[src/hdl/pgrm_pkg.sv]
// Behaviour
// - status bit 7 is high when monitor-3 measurement exceeded its high threshold.
// - status bit 6 is high when monitor-3 measurement fell below its low threshold.
// - status bit 5 is high when monitor-4 measurement exceeded its high threshold.
// - status bit 4 flags monitor-4 below low threshold; bits 3:0 read zero.
// - lower bytes 76h to 7Ah are reserved; reads zero, writes ignored.
// - password entry bytes 7Bh-7Eh are writable by anyone and always read zero.
// - password entry resets to all ones.
// - two passwords; higher level includes every privilege of the lower level.
// - both stored passwords live in nonvolatile storage inside higher-level memory.
// - table select at 7Fh is read-write for all and pages upper memory.
// - table select resets to 00h and loads the power-on table choice on the first clock after reset.
// - region A 80h-BFh access via higher level or lower level plus grants.
// - region B C0h-F7h uses the same scheme with region B grants.
// - alarm enables F8h-FAh use the same scheme with region C grants.
// - enable byte F8h gates eight environment and monitor alarms to interrupt.
// - enable byte F9h bits 7:4 gate monitor-3/4 alarms; bits 3:0 reserved.
// - enable byte FAh bits 3,1,0 gate bias and power alarms to fault gate.
// - mask bit chooses whether alarm enables appear in table 1 or table 5.
// - alarm enables are shadowed nonvolatile and read 00h after power-on.
// - shadow write disable set means writes update only the volatile copy.
package pgrm_pkg;
   // ************************************************************
   // byte offsets, one byte per aligned 32-bit word
   // ************************************************************
   localparam logic [7:0] PGRM_WARN_B    = 8'h75;
   localparam logic [7:0] PGRM_RSV_LO    = 8'h76;
   localparam logic [7:0] PGRM_RSV_HI    = 8'h7A;
   localparam logic [7:0] PGRM_PWE_FIRST = 8'h7B;
   localparam logic [7:0] PGRM_PWE_LAST  = 8'h7E;
   localparam logic [7:0] PGRM_TBLSEL    = 8'h7F;
   localparam logic [7:0] PGRM_REGA_LO   = 8'h80;
   localparam logic [7:0] PGRM_REGA_HI   = 8'hBF;
   localparam logic [7:0] PGRM_REGB_LO   = 8'hC0;
   localparam logic [7:0] PGRM_REGB_HI   = 8'hF7;
   localparam logic [7:0] PGRM_EN_ENV    = 8'hF8;
   localparam logic [7:0] PGRM_EN_M34    = 8'hF9;
   localparam logic [7:0] PGRM_EN_FG     = 8'hFA;
   localparam logic [7:0] PGRM_TBL_ONE   = 8'h01;
   localparam logic [7:0] PGRM_TBL_FIVE  = 8'h05;
   localparam logic [31:0] PGRM_PWE_RESET = 32'hFFFF_FFFF;
   localparam logic [7:0] PGRM_EN_RESET   = 8'h00;
   localparam logic [7:0] PGRM_M34_MASK   = 8'hF0;
   localparam logic [7:0] PGRM_FG_MASK    = 8'h0B;
   localparam int PGRM_USER_BYTES         = 120;
endpackage : pgrm_pkg

[src/hdl/pgrm_top.sv]
`timescale 1ns/100ps
`default_nettype none
module pgrm_top
   import pgrm_pkg::*;
(
   input  wire logic        hclk,            // bus clock
   input  wire logic        hresetn,         // async reset, low
   input  wire logic        hsel,            // slave select
   input  wire logic [31:0] haddr,           // byte address
   input  wire logic [1:0]  htrans,          // transfer type
   input  wire logic        hwrite,          // write when high
   input  wire logic [2:0]  hsize,           // transfer size
   input  wire logic        hready,          // bus ready in
   input  wire logic [31:0] hwdata,          // write data
   output logic      [31:0] hrdata,          // read data
   output logic             hreadyout,       // slave ready
   output logic             hresp,           // always okay
   input  wire logic [3:0]  mon34_warn,      // monitor_channel_three hi/lo, monitor_channel_four hi/lo, from comparators
   input  wire logic [7:0]  env_alarm,       // temp/vcc/mon1/mon2 alarms, hi bit first
   input  wire logic [3:0]  mon34_alarm,     // monitor_channel_three/monitor_channel_four alarms
   input  wire logic        bias_high_alarm, // bias high alarm
   input  wire logic        tx_power_high_alarm, // tx power high
   input  wire logic        tx_power_low_alarm,  // tx power low
   input  wire logic [31:0] lower_pw_value,  // stored lower password
   input  wire logic [31:0] higher_pw_value, // stored higher password
   input  wire logic [7:0]  power_on_table_choice, // table select at power-on
   input  wire logic        mask_in_table5,  // enables live in table 5
   input  wire logic        shadow_write_disable, // hold enable-byte nv commits
   input  wire logic [5:0]  region_grants,   // rw/ro grants for a, b, c
   output logic             lower_privilege_level,  // lower or higher password matched
   output logic             higher_privilege_level, // higher password matched
   output logic             nv_commit,       // pulse: commit byte to nv
   output logic      [7:0]  nv_commit_addr,  // committed byte offset
   output logic      [7:0]  nv_commit_data,  // committed byte value
   output logic      [7:0]  nv_commit_table, // committed table
   output logic             transmit_fault_interrupt, // enabled alarm active
   output logic             fault_gate_signal         // enabled fault alarm active
);
   // ************************************************************
   // input synchronisers: all monitor and config pins are async
   // ************************************************************
   localparam int SW = 4 + 8 + 4 + 3 + 32 + 32 + 8 + 1 + 1 + 6;
   logic [SW-1:0] sync1, sync2;
   logic [SW-1:0] raw_in;
   assign raw_in = {mon34_warn, env_alarm, mon34_alarm, bias_high_alarm,
                    tx_power_high_alarm, tx_power_low_alarm, lower_pw_value,
                    higher_pw_value, power_on_table_choice, mask_in_table5,
                    shadow_write_disable, region_grants};
   // no reset here, so straps are valid the moment reset lifts
   always_ff @(posedge hclk) begin
      sync1 <= raw_in;
      sync2 <= sync1;
   end
   logic [3:0]  s_warn;
   logic [7:0]  s_env;
   logic [3:0]  s_m34;
   logic [2:0]  s_fga;
   logic [31:0] s_pw1, s_pw2;
   logic [7:0]  s_pon;
   logic        s_mask5, s_shadow_write_disable;
   logic [5:0]  s_grant;
   assign {s_warn, s_env, s_m34, s_fga, s_pw1, s_pw2, s_pon, s_mask5, s_shadow_write_disable,
           s_grant} = sync2;

   // ************************************************************
   // register state
   // ************************************************************
   logic [7:0]  warn_b, next_warn_b;
   logic [31:0] password_entry, next_pwe;
   logic [7:0]  upper_table_select, next_upper_table_select;
   logic        tbl_loaded, next_tbl_loaded;
   logic [7:0]  en_env, next_en_env;
   logic [7:0]  en_m34, next_en_m34;
   logic [7:0]  en_fg, next_en_fg;
   logic [7:0]  user_mem [PGRM_USER_BYTES];
   logic        mem_we;
   logic [6:0]  mem_idx;
   logic [7:0]  wr_byte;
   // data phase capture
   logic        dp_wr, next_dp_wr;
   logic        dp_rd, next_dp_rd;
   logic [7:0]  dp_addr, next_dp_addr;
   logic [31:0] rdata, next_rdata;
   logic        commit, next_commit;
   logic [7:0]  c_addr, next_c_addr, c_data, next_c_data, c_tbl, next_c_tbl;
   logic        lvl1, lvl2;

   // ************************************************************
   // privilege decode
   // ************************************************************
   assign lvl2 = (password_entry == s_pw2);
   assign lvl1 = lvl2 | (password_entry == s_pw1);
   assign lower_privilege_level  = lvl1;
   assign higher_privilege_level = lvl2;

   // grant order: {a_rw, a_ro, b_rw, b_ro, c_rw, c_ro}
   function automatic logic can_rd(input logic l1, input logic l2,
                                   input logic rw, input logic ro);
      can_rd = l2 | (l1 & (rw | ro));
   endfunction : can_rd
   function automatic logic can_wr(input logic l1, input logic l2,
                                   input logic rw);
      can_wr = l2 | (l1 & rw);
   endfunction : can_wr

   logic in_a, in_b, in_en, tbl_user, tbl_en;
   logic [7:0] a_sel;
   assign a_sel    = haddr[9:2];
   assign tbl_user = (upper_table_select == PGRM_TBL_ONE);
   assign tbl_en   = s_mask5 ? (upper_table_select == PGRM_TBL_FIVE)
                             : (upper_table_select == PGRM_TBL_ONE);

   // ************************************************************
   // bus slave: zero wait states, read data ready in data phase
   // ************************************************************
   logic ap_ok;
   assign ap_ok = hsel & hready & htrans[1];

   always_comb begin
      logic [7:0] a;
      a = dp_addr;
      next_dp_wr   = ap_ok & hwrite;
      next_dp_rd   = ap_ok & ~hwrite;
      next_dp_addr = ap_ok ? a_sel : dp_addr;
      next_rdata   = 32'h0000_0000;
      in_a  = (a_sel >= PGRM_REGA_LO) && (a_sel <= PGRM_REGA_HI) && tbl_user;
      in_b  = (a_sel >= PGRM_REGB_LO) && (a_sel <= PGRM_REGB_HI) && tbl_user;
      in_en = (a_sel >= PGRM_EN_ENV) && (a_sel <= PGRM_EN_FG) && tbl_en;
      if (ap_ok && !hwrite) begin
         // reserved 76h-7Ah and the entry register fall through to zero
         if (a_sel == PGRM_WARN_B)
            next_rdata = {24'h000000, warn_b};
         else if (a_sel == PGRM_TBLSEL)
            next_rdata = {24'h000000, upper_table_select};
         else if (in_a && can_rd(lvl1, lvl2, s_grant[5], s_grant[4]))
            next_rdata = {24'h000000, user_mem[7'(a_sel - PGRM_REGA_LO)]};
         else if (in_b && can_rd(lvl1, lvl2, s_grant[3], s_grant[2]))
            next_rdata = {24'h000000, user_mem[7'(a_sel - PGRM_REGA_LO)]};
         else if (in_en && can_rd(lvl1, lvl2, s_grant[1], s_grant[0])) begin
            case (a_sel)
               PGRM_EN_ENV: next_rdata = {24'h000000, en_env};
               PGRM_EN_M34: next_rdata = {24'h000000, en_m34};
               default:     next_rdata = {24'h000000, en_fg};
            endcase
         end
      end
   end

   // ************************************************************
   // write side, acts in data phase with hwdata
   // ************************************************************
   logic w_a, w_b, w_en;
   always_comb begin
      logic tu, te;
      tu = (upper_table_select == PGRM_TBL_ONE);
      te = s_mask5 ? (upper_table_select == PGRM_TBL_FIVE) : tu;
      wr_byte = hwdata[7:0];
      w_a  = dp_wr && tu && dp_addr >= PGRM_REGA_LO && dp_addr <= PGRM_REGA_HI
             && can_wr(lvl1, lvl2, s_grant[5]);
      w_b  = dp_wr && tu && dp_addr >= PGRM_REGB_LO && dp_addr <= PGRM_REGB_HI
             && can_wr(lvl1, lvl2, s_grant[3]);
      w_en = dp_wr && te && dp_addr >= PGRM_EN_ENV && dp_addr <= PGRM_EN_FG
             && can_wr(lvl1, lvl2, s_grant[1]);
      mem_we  = w_a | w_b;
      mem_idx = 7'(dp_addr - PGRM_REGA_LO);
      next_pwe = password_entry;
      if (dp_wr && dp_addr >= PGRM_PWE_FIRST && dp_addr <= PGRM_PWE_LAST) begin
         case (dp_addr)
            PGRM_PWE_FIRST:        next_pwe[31:24] = wr_byte;
            8'(PGRM_PWE_FIRST + 1): next_pwe[23:16] = wr_byte;
            8'(PGRM_PWE_FIRST + 2): next_pwe[15:8]  = wr_byte;
            default:               next_pwe[7:0]   = wr_byte;
         endcase
      end
      next_tbl_loaded = 1'b1;
      next_upper_table_select = tbl_loaded ? upper_table_select : s_pon;
      if (tbl_loaded && dp_wr && dp_addr == PGRM_TBLSEL)
         next_upper_table_select = wr_byte;
      next_en_env = en_env;
      next_en_m34 = en_m34;
      next_en_fg  = en_fg;
      if (w_en) begin
         case (dp_addr)
            PGRM_EN_ENV: next_en_env = wr_byte;
            PGRM_EN_M34: next_en_m34 = wr_byte & PGRM_M34_MASK;
            default:     next_en_fg  = wr_byte & PGRM_FG_MASK;
         endcase
      end
      // shadowed bytes commit only while disable is clear; ee bytes always
      next_commit = mem_we | (w_en & ~s_shadow_write_disable);
      next_c_addr = dp_addr;
      // enables commit the stored value, reserved bits cleared
      next_c_data = (w_en && dp_addr == PGRM_EN_M34) ? (wr_byte & PGRM_M34_MASK)
                  : (w_en && dp_addr == PGRM_EN_FG)  ? (wr_byte & PGRM_FG_MASK) : wr_byte;
      next_c_tbl  = upper_table_select;
      next_warn_b = {s_warn, 4'h0};
   end

   // ************************************************************
   // registers
   // ************************************************************
   always_ff @(posedge hclk or negedge hresetn) begin
      if (!hresetn) begin
         dp_wr <= 1'b0;
         dp_rd <= 1'b0;
         dp_addr <= 8'h00;
         rdata <= 32'h0000_0000;
         warn_b <= 8'h00;
         password_entry <= PGRM_PWE_RESET;
         upper_table_select <= 8'h00;
         tbl_loaded <= 1'b0;
         en_env <= PGRM_EN_RESET;
         en_m34 <= PGRM_EN_RESET;
         en_fg <= PGRM_EN_RESET;
         commit <= 1'b0;
         c_addr <= 8'h00;
         c_data <= 8'h00;
         c_tbl <= 8'h00;
      end else begin
         dp_wr <= next_dp_wr;
         dp_rd <= next_dp_rd;
         dp_addr <= next_dp_addr;
         rdata <= next_rdata;
         warn_b <= next_warn_b;
         password_entry <= next_pwe;
         upper_table_select <= next_upper_table_select;
         tbl_loaded <= next_tbl_loaded;
         en_env <= next_en_env;
         en_m34 <= next_en_m34;
         en_fg <= next_en_fg;
         commit <= next_commit;
         c_addr <= next_c_addr;
         c_data <= next_c_data;
         c_tbl <= next_c_tbl;
      end
   end

   // user memory image of the nonvolatile bytes
   genvar gi;
   generate
      for (gi = 0; gi < PGRM_USER_BYTES; gi++) begin : g_mem
         always_ff @(posedge hclk or negedge hresetn) begin
            if (!hresetn)
               user_mem[gi] <= 8'h00;
            else if (mem_we && mem_idx == 7'(gi))
               user_mem[gi] <= wr_byte;
         end
      end
   endgenerate

   // ************************************************************
   // outputs
   // ************************************************************
   assign hrdata    = rdata;
   assign hreadyout = 1'b1;
   assign hresp     = 1'b0;
   assign nv_commit       = commit;
   assign nv_commit_addr  = c_addr;
   assign nv_commit_data  = c_data;
   assign nv_commit_table = c_tbl;
   logic txf, fg;
   assign txf = |(s_env & en_env) | |(s_m34 & en_m34[7:4]);
   assign fg  = (s_fga[2] & en_fg[3]) | (s_fga[1] & en_fg[1]) | (s_fga[0] & en_fg[0]);
   assign transmit_fault_interrupt = txf;
   assign fault_gate_signal        = fg;

   // ************************************************************
   // checks
   // ************************************************************
   pwe_reads_zero_a: assert property (@(posedge hclk) disable iff (!hresetn)
      (ap_ok && !hwrite && a_sel >= PGRM_PWE_FIRST && a_sel <= PGRM_PWE_LAST)
      |=> hrdata == 32'h0000_0000) else $error("password entry read not zero");
   rsvd_reads_zero_a: assert property (@(posedge hclk) disable iff (!hresetn)
      (ap_ok && !hwrite && a_sel >= PGRM_RSV_LO && a_sel <= PGRM_RSV_HI)
      |=> hrdata == 32'h0000_0000) else $error("reserved read not zero");
   warn_follows_a: assert property (@(posedge hclk) disable iff (!hresetn)
      $past(hresetn) |-> warn_b[7:4] == $past(s_warn) && warn_b[3:0] == 4'h0)
      else $error("warning byte mismatch");
   level_nest_a: assert property (@(posedge hclk) disable iff (!hresetn)
      higher_privilege_level |-> lower_privilege_level) else $error("levels not nested");
   m34_rsvd_a: assert property (@(posedge hclk) disable iff (!hresetn)
      en_m34[3:0] == 4'h0) else $error("reserved enable bits set");
   txf_cause_a: assert property (@(posedge hclk) disable iff (!hresetn)
      transmit_fault_interrupt == (|(s_env & en_env) || |(s_m34 & en_m34[7:4])))
      else $error("interrupt mismatch");
   tbl_write_a: assert property (@(posedge hclk) disable iff (!hresetn)
      (tbl_loaded && dp_wr && dp_addr == PGRM_TBLSEL) |=> upper_table_select == $past(hwdata[7:0]))
      else $error("table select not written");
   shadow_write_disable_hold_a: assert property (@(posedge hclk) disable iff (!hresetn)
      (w_en && s_shadow_write_disable) |=> !nv_commit) else $error("commit while disabled");
   pwe_reset_a: assert property (@(posedge hclk) disable iff (!hresetn)
      $rose(tbl_loaded) |-> password_entry == PGRM_PWE_RESET) else $error("entry reset wrong");

   // ************************************************************
   // bus and access checks
   // ************************************************************
   // the bench gives up after 20 cycles without ready, so ready and okay must hold always
   bus_ready_a: assert property (@(posedge hclk) disable iff (!hresetn)
      hreadyout && !hresp)
      else $error("slave not ready or not okay");

   tbl_power_a: assert property (@(posedge hclk) disable iff (!hresetn)
      $rose(tbl_loaded) |-> upper_table_select == $past(s_pon))
      else $error("table select not loaded");

   en_reset_a: assert property (@(posedge hclk) disable iff (!hresetn)
      $rose(tbl_loaded) |-> {en_env, en_m34, en_fg} == 24'h000000)
      else $error("enables not cleared");

   fg_rsvd_a: assert property (@(posedge hclk) disable iff (!hresetn)
      (en_fg & ~PGRM_FG_MASK) == 8'h00)
      else $error("reserved fault gate bits set");

   fg_quiet_a: assert property (@(posedge hclk) disable iff (!hresetn)
      (s_fga == 3'b000 || en_fg == 8'h00) |-> !fault_gate_signal)
      else $error("fault gate without cause");

   txf_quiet_a: assert property (@(posedge hclk) disable iff (!hresetn)
      (en_env == 8'h00 && en_m34 == 8'h00) |-> !transmit_fault_interrupt)
      else $error("interrupt without enable");

   env_write_a: assert property (@(posedge hclk) disable iff (!hresetn)
      (w_en && dp_addr == PGRM_EN_ENV) |=> en_env == $past(hwdata[7:0]))
      else $error("env enable not written");

   m34_write_a: assert property (@(posedge hclk) disable iff (!hresetn)
      (w_en && dp_addr == PGRM_EN_M34) |=> en_m34 == ($past(hwdata[7:0]) & PGRM_M34_MASK))
      else $error("mon34 enable not written");

   mem_write_a: assert property (@(posedge hclk) disable iff (!hresetn)
      mem_we |=> user_mem[$past(mem_idx)] == $past(wr_byte))
      else $error("user byte not written");

   pwe_msb_a: assert property (@(posedge hclk) disable iff (!hresetn)
      (dp_wr && dp_addr == PGRM_PWE_FIRST) |=> password_entry[31:24] == $past(hwdata[7:0]))
      else $error("entry top byte not written");

   lvl_match_a: assert property (@(posedge hclk) disable iff (!hresetn)
      (password_entry == s_pw1) |-> lower_privilege_level)
      else $error("lower level not granted");

   shadow_write_disable_commit_a: assert property (@(posedge hclk) disable iff (!hresetn)
      (w_en && !s_shadow_write_disable) |=> nv_commit)
      else $error("enable write not committed");

   commit_src_a: assert property (@(posedge hclk) disable iff (!hresetn)
      nv_commit |-> $past(dp_wr))
      else $error("commit without write");

   // denied enable reads must not leak the stored value
   rd_deny_a: assert property (@(posedge hclk) disable iff (!hresetn)
      (ap_ok && !hwrite && in_en && !lvl1) |=> hrdata == 32'h0000_0000)
      else $error("denied read not zero");

   tbl_read_a: assert property (@(posedge hclk) disable iff (!hresetn)
      (ap_ok && !hwrite && a_sel == PGRM_TBLSEL) |=> hrdata == {24'h000000, $past(upper_table_select)})
      else $error("table select read wrong");

   // read data stands one cycle only
   hrdata_idle_a: assert property (@(posedge hclk) disable iff (!hresetn)
      !dp_rd |-> hrdata == 32'h0000_0000)
      else $error("read data outside data phase");

   m34_rsvd_rd_a: assert property (@(posedge hclk) disable iff (!hresetn)
      (ap_ok && !hwrite && a_sel == PGRM_WARN_B) |=> hrdata[3:0] == 4'h0)
      else $error("reserved status bits set");
endmodule : pgrm_top
`default_nettype wire

[config.mk]
export PLATFORM = sky130hd
export DESIGN_NAME = pgrm_top
export DESIGN_NICKNAME = d
export VERILOG_FILES = /design/src/hdl/pgrm_pkg.sv /design/src/hdl/pgrm_top.sv
export SDC_FILE = /design/constraint.sdc
export NUM_CORES = 2
export LEC_CHECK = 0
export BUFFER_PORTS_ARGS = -buffer_cell sky130_fd_sc_hd__buf_2
export CAP_MARGIN = 25
export CORE_AREA = 2 2 302 304
export DETAILED_ROUTE_END_ITERATION = 10
export DIE_AREA = 0 0 304 306
export PLACE_DENSITY = 0.78
export SYNTH_ARGS = -nofsm -noshare
export SYNTH_HDL_FRONTEND = slang
export SYNTH_SLANG_ARGS = --single-unit
[constraint.sdc]
create_clock -name hclk -period 6.15 [get_ports hclk]
set_clock_uncertainty 0.05 [all_clocks]
set_input_delay 0.3075 -clock hclk [delete_from_list [all_inputs] [get_ports hclk]]
set_output_delay 0.3075 -clock hclk [all_outputs]
set_load 0.005 [all_outputs]
## Word-level counts from Yosys, hierarchy flattened

Cells that the tools add are included.

| word-level totals | value |
|---|---|
| register bits | 1284 |
| latch bits | 0 |
| bits in writable memories | 0 |
| memory bits (read-only) | 0 |
| bits of input ports | 173 |
| logic and storage cells | 500 |
| memories kept | 0 |

| operators by class | value |
|---|---|
| add/sub/neg operators | 2 |
| multipliers | 0 |
| divide/modulo/power cells | 0 |
| magnitude comparators | 15 |
| eq/ne operators | 135 |
| shift-type cells | 0 |
| muxes and demuxes | 15 |
| bitwise logic cells | 34 |
| reduce and logical (&&, ||, !) cells | 160 |

Operators by type and width:

| operator | number |
|---|---|
| 7-bit equality test (second input constant) | 56 |
| 7-bit by 6-bit equality test with 1-bit output (second input constant) | 32 |
| 32-bit 2-to-1 mux | 6 |
| 1-bit logical AND | 147 |
| 7-bit by 5-bit equality test with 1-bit output (second input constant) | 16 |
| 32-bit equality test | 2 |
| 8-bit binary-select mux with 7-bit select | 1 |
| 7-bit by 4-bit equality test with 1-bit output (second input constant) | 8 |
| 8-bit >= comparator (second input constant) | 7 |
| 8-bit by 7-bit equality test with 1-bit output (second input constant) | 6 |
| 8-bit <= comparator (second input constant) | 6 |
| 8-bit 2-to-1 mux | 6 |
| 8-bit equality test (second input constant) | 5 |
| 7-bit by 3-bit equality test with 1-bit output (second input constant) | 4 |
| 8-bit one-hot mux with 2 select lines | 1 |
| 1-bit bitwise OR | 15 |
| 7-bit by 2-bit equality test with 1-bit output (second input constant) | 2 |
| 2-bit AND reduction | 7 |
| 7-bit by 1-bit subtractor with 7-bit output (second input constant) | 2 |
| 1-bit AND | 13 |
| 8-bit AND | 1 |
| 8-bit by 1-bit equality test with 1-bit output (second input constant) | 1 |
| 8-bit by 3-bit equality test with 1-bit output (second input constant) | 1 |
| 8-bit by 7-bit >= comparator with 1-bit output (second input constant) | 1 |
| other kinds (13) | 15 |

## Logic depth before layout (Yosys ltp)

| depth | value |
|---|---|
| word-level depth | 11 |
| gate-level depth with buffers | 13 |
| gate-level depth less buffers | 8 |

## Least setup slack after synthesis

Ideal clock, no wire load.

| timing | value |
|---|---|
| kind | register to register |
| start point | reg upper_table_select[3], in the netlist next_c_tbl[3] |
| end point | reg user_mem[512] (netlist bit) |
| setup time | 0.125 ns |
| arrival time | 2.688 ns |
| data required time | 5.975 ns |
| setup slack | 3.288 ns |
| cell stages (with the launch flop) | 9 |
| buffers on the path | 1 |
| period minus slack after synthesis | 2.862 ns |
| path through | dfrtp_1 -> or4_1 -> nor4_1 -> nand4_1 -> nor2_2 -> o2111ai_2 -> buf_4 -> nor2_4 -> mux2_2 |

| on the way | value |
|---|---|
| cells in the longest elaborated chain, start to end | 7 |
| elaborated cells between the ends (all ways) | 10 |

Ends and longest elaborated chain:

| what | RTL line | text |
|---|---|---|
| from (decl) | pgrm_top.sv:70 | `logic [7:0] upper_table_select, next_upper_table_select;` |
| from (signal assigned) | pgrm_top.sv:226 | `upper_table_select <= next_upper_table_select;` |
| 8-bit by 1-bit equality test with 1-bit output (*) | pgrm_top.sv:155 | `tu = (upper_table_select == PGRM_TBL_ONE);` |
| 1-bit logical AND (*) | pgrm_top.sv:158, pgrm_top.sv:160 |  |
| 1-bit logical AND (on tied branches) (2 in a row) | pgrm_top.sv:158, pgrm_top.sv:160 |  |
| 1-bit logical AND (on tied branches) | pgrm_top.sv:159, pgrm_top.sv:161 |  |
| 1-bit bitwise OR (*) | pgrm_top.sv:164 | `mem_we = w_a \| w_b;` |
| 1-bit logical AND (*) | pgrm_top.sv:245 | `else if (mem_we && mem_idx == 7'(gi))` |
| to (signal, indexed assignment) | pgrm_top.sv:246 | `user_mem[gi] <= wr_byte;` |
| to (decl) | pgrm_top.sv:75 | `logic [7:0] user_mem [PGRM_USER_BYTES];` |

Mark *: on every way between the ends. The rest lies on a longest branch, timed or not.
A chain may end at the register's enable or synchronous reset.

## Final worst setup path

| timing | value |
|---|---|
| start point | reg password_entry[23] |
| end point | reg user_mem[474] (netlist bit) |

| on the way | value |
|---|---|
| cells in the longest elaborated chain, start to end | 7 |
| elaborated cells between the ends (all ways) | 11 |

Ends and longest elaborated chain:

| what | RTL line | text |
|---|---|---|
| from (decl) | pgrm_top.sv:69 | `logic [31:0] password_entry, next_pwe;` |
| from (signal assigned) | pgrm_top.sv:225 | `password_entry <= next_pwe;` |
| 32-bit equality test (on tied branches) | pgrm_top.sv:91, pgrm_top.sv:92 |  |
| 1-bit bitwise OR | pgrm_top.sv:92 | `assign lvl1 = lvl2 \| (password_entry == s_pw1);` |
| 1-bit AND | pgrm_top.sv:103 | `can_wr = l2 \| (l1 & rw);` |
| 1-bit bitwise OR | pgrm_top.sv:103 |  |
| 1-bit logical AND (on tied branches) | pgrm_top.sv:159, pgrm_top.sv:161 |  |
| 1-bit bitwise OR (*) | pgrm_top.sv:164 |  |
| 1-bit logical AND (*) | pgrm_top.sv:245 |  |

Marked as above.

==> impl_metrics.toml <==
[pwr]
p_leak_uw = 0.0284
seqPwrFrac = 0.481
peakVddDrop_v = 0.000296
cellPowerDensity_nw_per_um2 = 289
pwr-share-clk = 0.467
p_switching_uw = 4160
p_int_uw = 13500
p_sw_frac = 0.236
power_frac_comb = 0.052

[sta]
maxSlewViolCount = 0
fin_crit_sh = 0.668
rsz0062_at_grt = "no"
setup_violations = 0
period_minus_slack_ns = 4.11
fmaxAchievable_ghz = 0.243
slew_headroom = 0.229
finalHoldViolCount = 0
worstMarginPinSlew_ns = 1.16
setup_tns_ns = 0

[synth]
synth-warning-count = 0
synth_top_flop_cell = "dfrtp_1"
synth_xor_area_frac = 0.0106
yosys-top-cells-count = "dfrtp_1 (1030), mux2_2 (997), mux4_2 (259)"
synth.mux.area_fraction = 0.331
synth-edff-count = 0
synth-seq-area-share = 0.571
syn_area_um2 = 53600
synth_top_family_by_area = "multiplexers"
async_reset_ff_frac = 0.843
synthDistinctLibCells = 77
yosysMostFrequentCell = "dfrtp_1"
syn_inst = 3389
synth.avg_cell_area_um2 = 15.8
netlist.area_leader.share = 0.481
synth_compound_area_frac = 0.0232
yosys.area_share.simple = 0.0399
synth_area_leader_cell = "dfrtp_1"
synth_area_leaders = "dfrtp_1 (48%), mux2_2 (21%), mux4_2 (11%), dfxtp_1 (7.4%), dfstp_2 (1.6%)"
synthAdderAreaFrac = 0
ys_ff_latch = 1260

[cts]
clkTransAtPathRegs_ns = 0.07
clk_root_buffer_cell = "clkbuf_16"
ctsLongestPathBuffers = 3
cts.sinks = 1260
post_cts_buffers = 0
cts_resized = 0
cts_tree = "done"
htree_num_levels = 4
clk_latency_ns = 0.77
cts_buffers = 131
cts_hold_buf = 103

[drt]
routed_via_density = 6.43
maxUsedRoutingLayer = "met5"
wl_per_cell_um = 28.7
wl_met1_mm = 55.2
drtIter0Drc = 2764
first_pass_iters = 5
route.met2.wl_mm = 69.0
drc = 0
dr_wl_met3_mm = 9.96
vias = 31622
routed_wl_mm = 141
ant_nets = 0

[die]
rows = 110
dieArea_um2 = 93000
die_y_um = 306
core_um2 = 89600
start_util = 0.598
ioPinCount = 236
die_w_um = 304

[critical_path]
crit_start = "password_entry[23]"
endpoint_kind = "flip-flop"
path_class = "flip-flop to flip-flop"
start_kind = "flip-flop"
cp_max_fo = 18
crit_arrival_ns = 4.69
r2r_start = "password_entry[23]"
critical_path_required_ns = 6.73

[global_routing]
grt_pass1_wl_mm = 216
first_global_vias = 34263
grt_overflow = 0
antenna_found_initial = 4
grt_util_all_layers = 0.309
grt_max_degree = 207

[run]
max-cap-violations = 0

[cells_and_area]
multi_input_area_um2 = 21800
nets = 3805
register_area_um2 = 30600
nFillCells = 5756
finish.utilization = 0.681
drive_above_1_share = 0.499
final_cell_area_um2 = 61000
areaGrowthSynthToFinish_pct = 14.0

[placement]
portBuffers = 157
gp_congestion = 0.896
placement.cell_area_um2 = 55300
dp_hpwl_mm = 87.0

[min_path]
holdCritStartpoint = "hwdata[5]"
hold_path_class = "input port to flip-flop"

[status]
status = "complete, no violations"
-- cells in the final DEF, fill, tap and decap left out, types with 32 or more instances in the layout --
| master | n |
|---|---|
| nor2_1 | 36 |
| dlygate4sd3_1 | 103 |
| xor2_1 | 64 |
| nor2_2 | 64 |
| nand2_1 | 46 |
| clkbuf_8 | 34 |
| buf_4 | 61 |
| dfxtp_1 | 198 |
| mux2i_1 | 46 |
| dfrtp_1 | 1030 |
| dfstp_2 | 32 |
| nor2_4 | 50 |
| clkbuf_16 | 135 |
| mux4_2 | 259 |
| o21ai_0 | 34 |
| mux2_2 | 997 |
| buf_2 | 145 |
-- sequential cells by signal, indices dropped and copies added (netlist names), 3 cells and up --
signal,flops
dp_addr,8
en_env,8
en_fg,3
en_m34,4
hrdata,8
next_c_tbl,8
nv_commit_addr,8
nv_commit_data,8
nv_commit_table,8
password_entry,32
sync1,99
sync2,99
user_mem,960
warn_b,4
-- final timing paths --
kind                                  to  slack [ns]  cells after the start
max reg2reg                user_mem[474]        2.04                      8
max                        user_mem[474]        2.04                      8
min reg2reg                     sync2[5]        0.26                      0
min                        user_mem[581]        0.09                      2
min in group asynchronous      hrdata[1]        0.18                      2
max in group asynchronous  user_mem[716]        4.15                      3
-- logic make-up after synthesis --
family,after synthesis
flip-flops,1260
AND/OR/NAND/NOR,328
buffers and inverters,254
other,2
multiplexers,1319
XOR/XNOR,65
AO/OA/AOI/OAI,161
-- layer usage --
layer,track usage,up-vias
met5,0,-
met1,0.398,17088
met2,0.498,1204
met3,0.0753,382
li1,-,12944
met4,0.149,4
-- power groups by stage --
stage	logic, uW	clock network, uW	registers, uW
after detailed placement	844	0	8640
after global routing	976	8700	8500
after global placement	814	0	8640
after floorplan	449	0	8590
final	919	8250	8490
after CTS	900	8300	8490
-- layout make-up --
cell class,count,share of cell area
inverter,13,0.000800
clock inverter,44,0.0102
tap,1176,0.0241
multi-input combinational,1900,0.358
sequential,1260,0.501
timing repair buffer,326,0.0418
antenna,2,0.0000820
clock buffer,195,0.0645
-- worst max-delay path, cell delays in order (launching register included) --
cell	delay, ns
dfstp_2	0.58
xor2_1	0.08
nor4_1	0.46
nand4_1	0.29
or2_2	0.42
inv_2	0.41
o2111ai_4	0.57
nor2_2	0.71
mux2_2	0.41
-- through the flow --
step | hold slack [ns] | setup WS [ns] | total power (uW) | cells
global route | 0.0686 | 1.92 | 18200 | 4915
detailed placement | 0.262 | 2.09 | 9490 | 4567
floorplan | -0.0381 | 3.29 | 9040 | 3414
CTS | 0.0214 | 2.02 | 17700 | 4909
finish | 0.0937 | 2.04 | 17700 | 4916
global placement | 0.263 | 2.21 | 9450 | 4565
No activity file was read; power rests on OpenSTA's default activity.
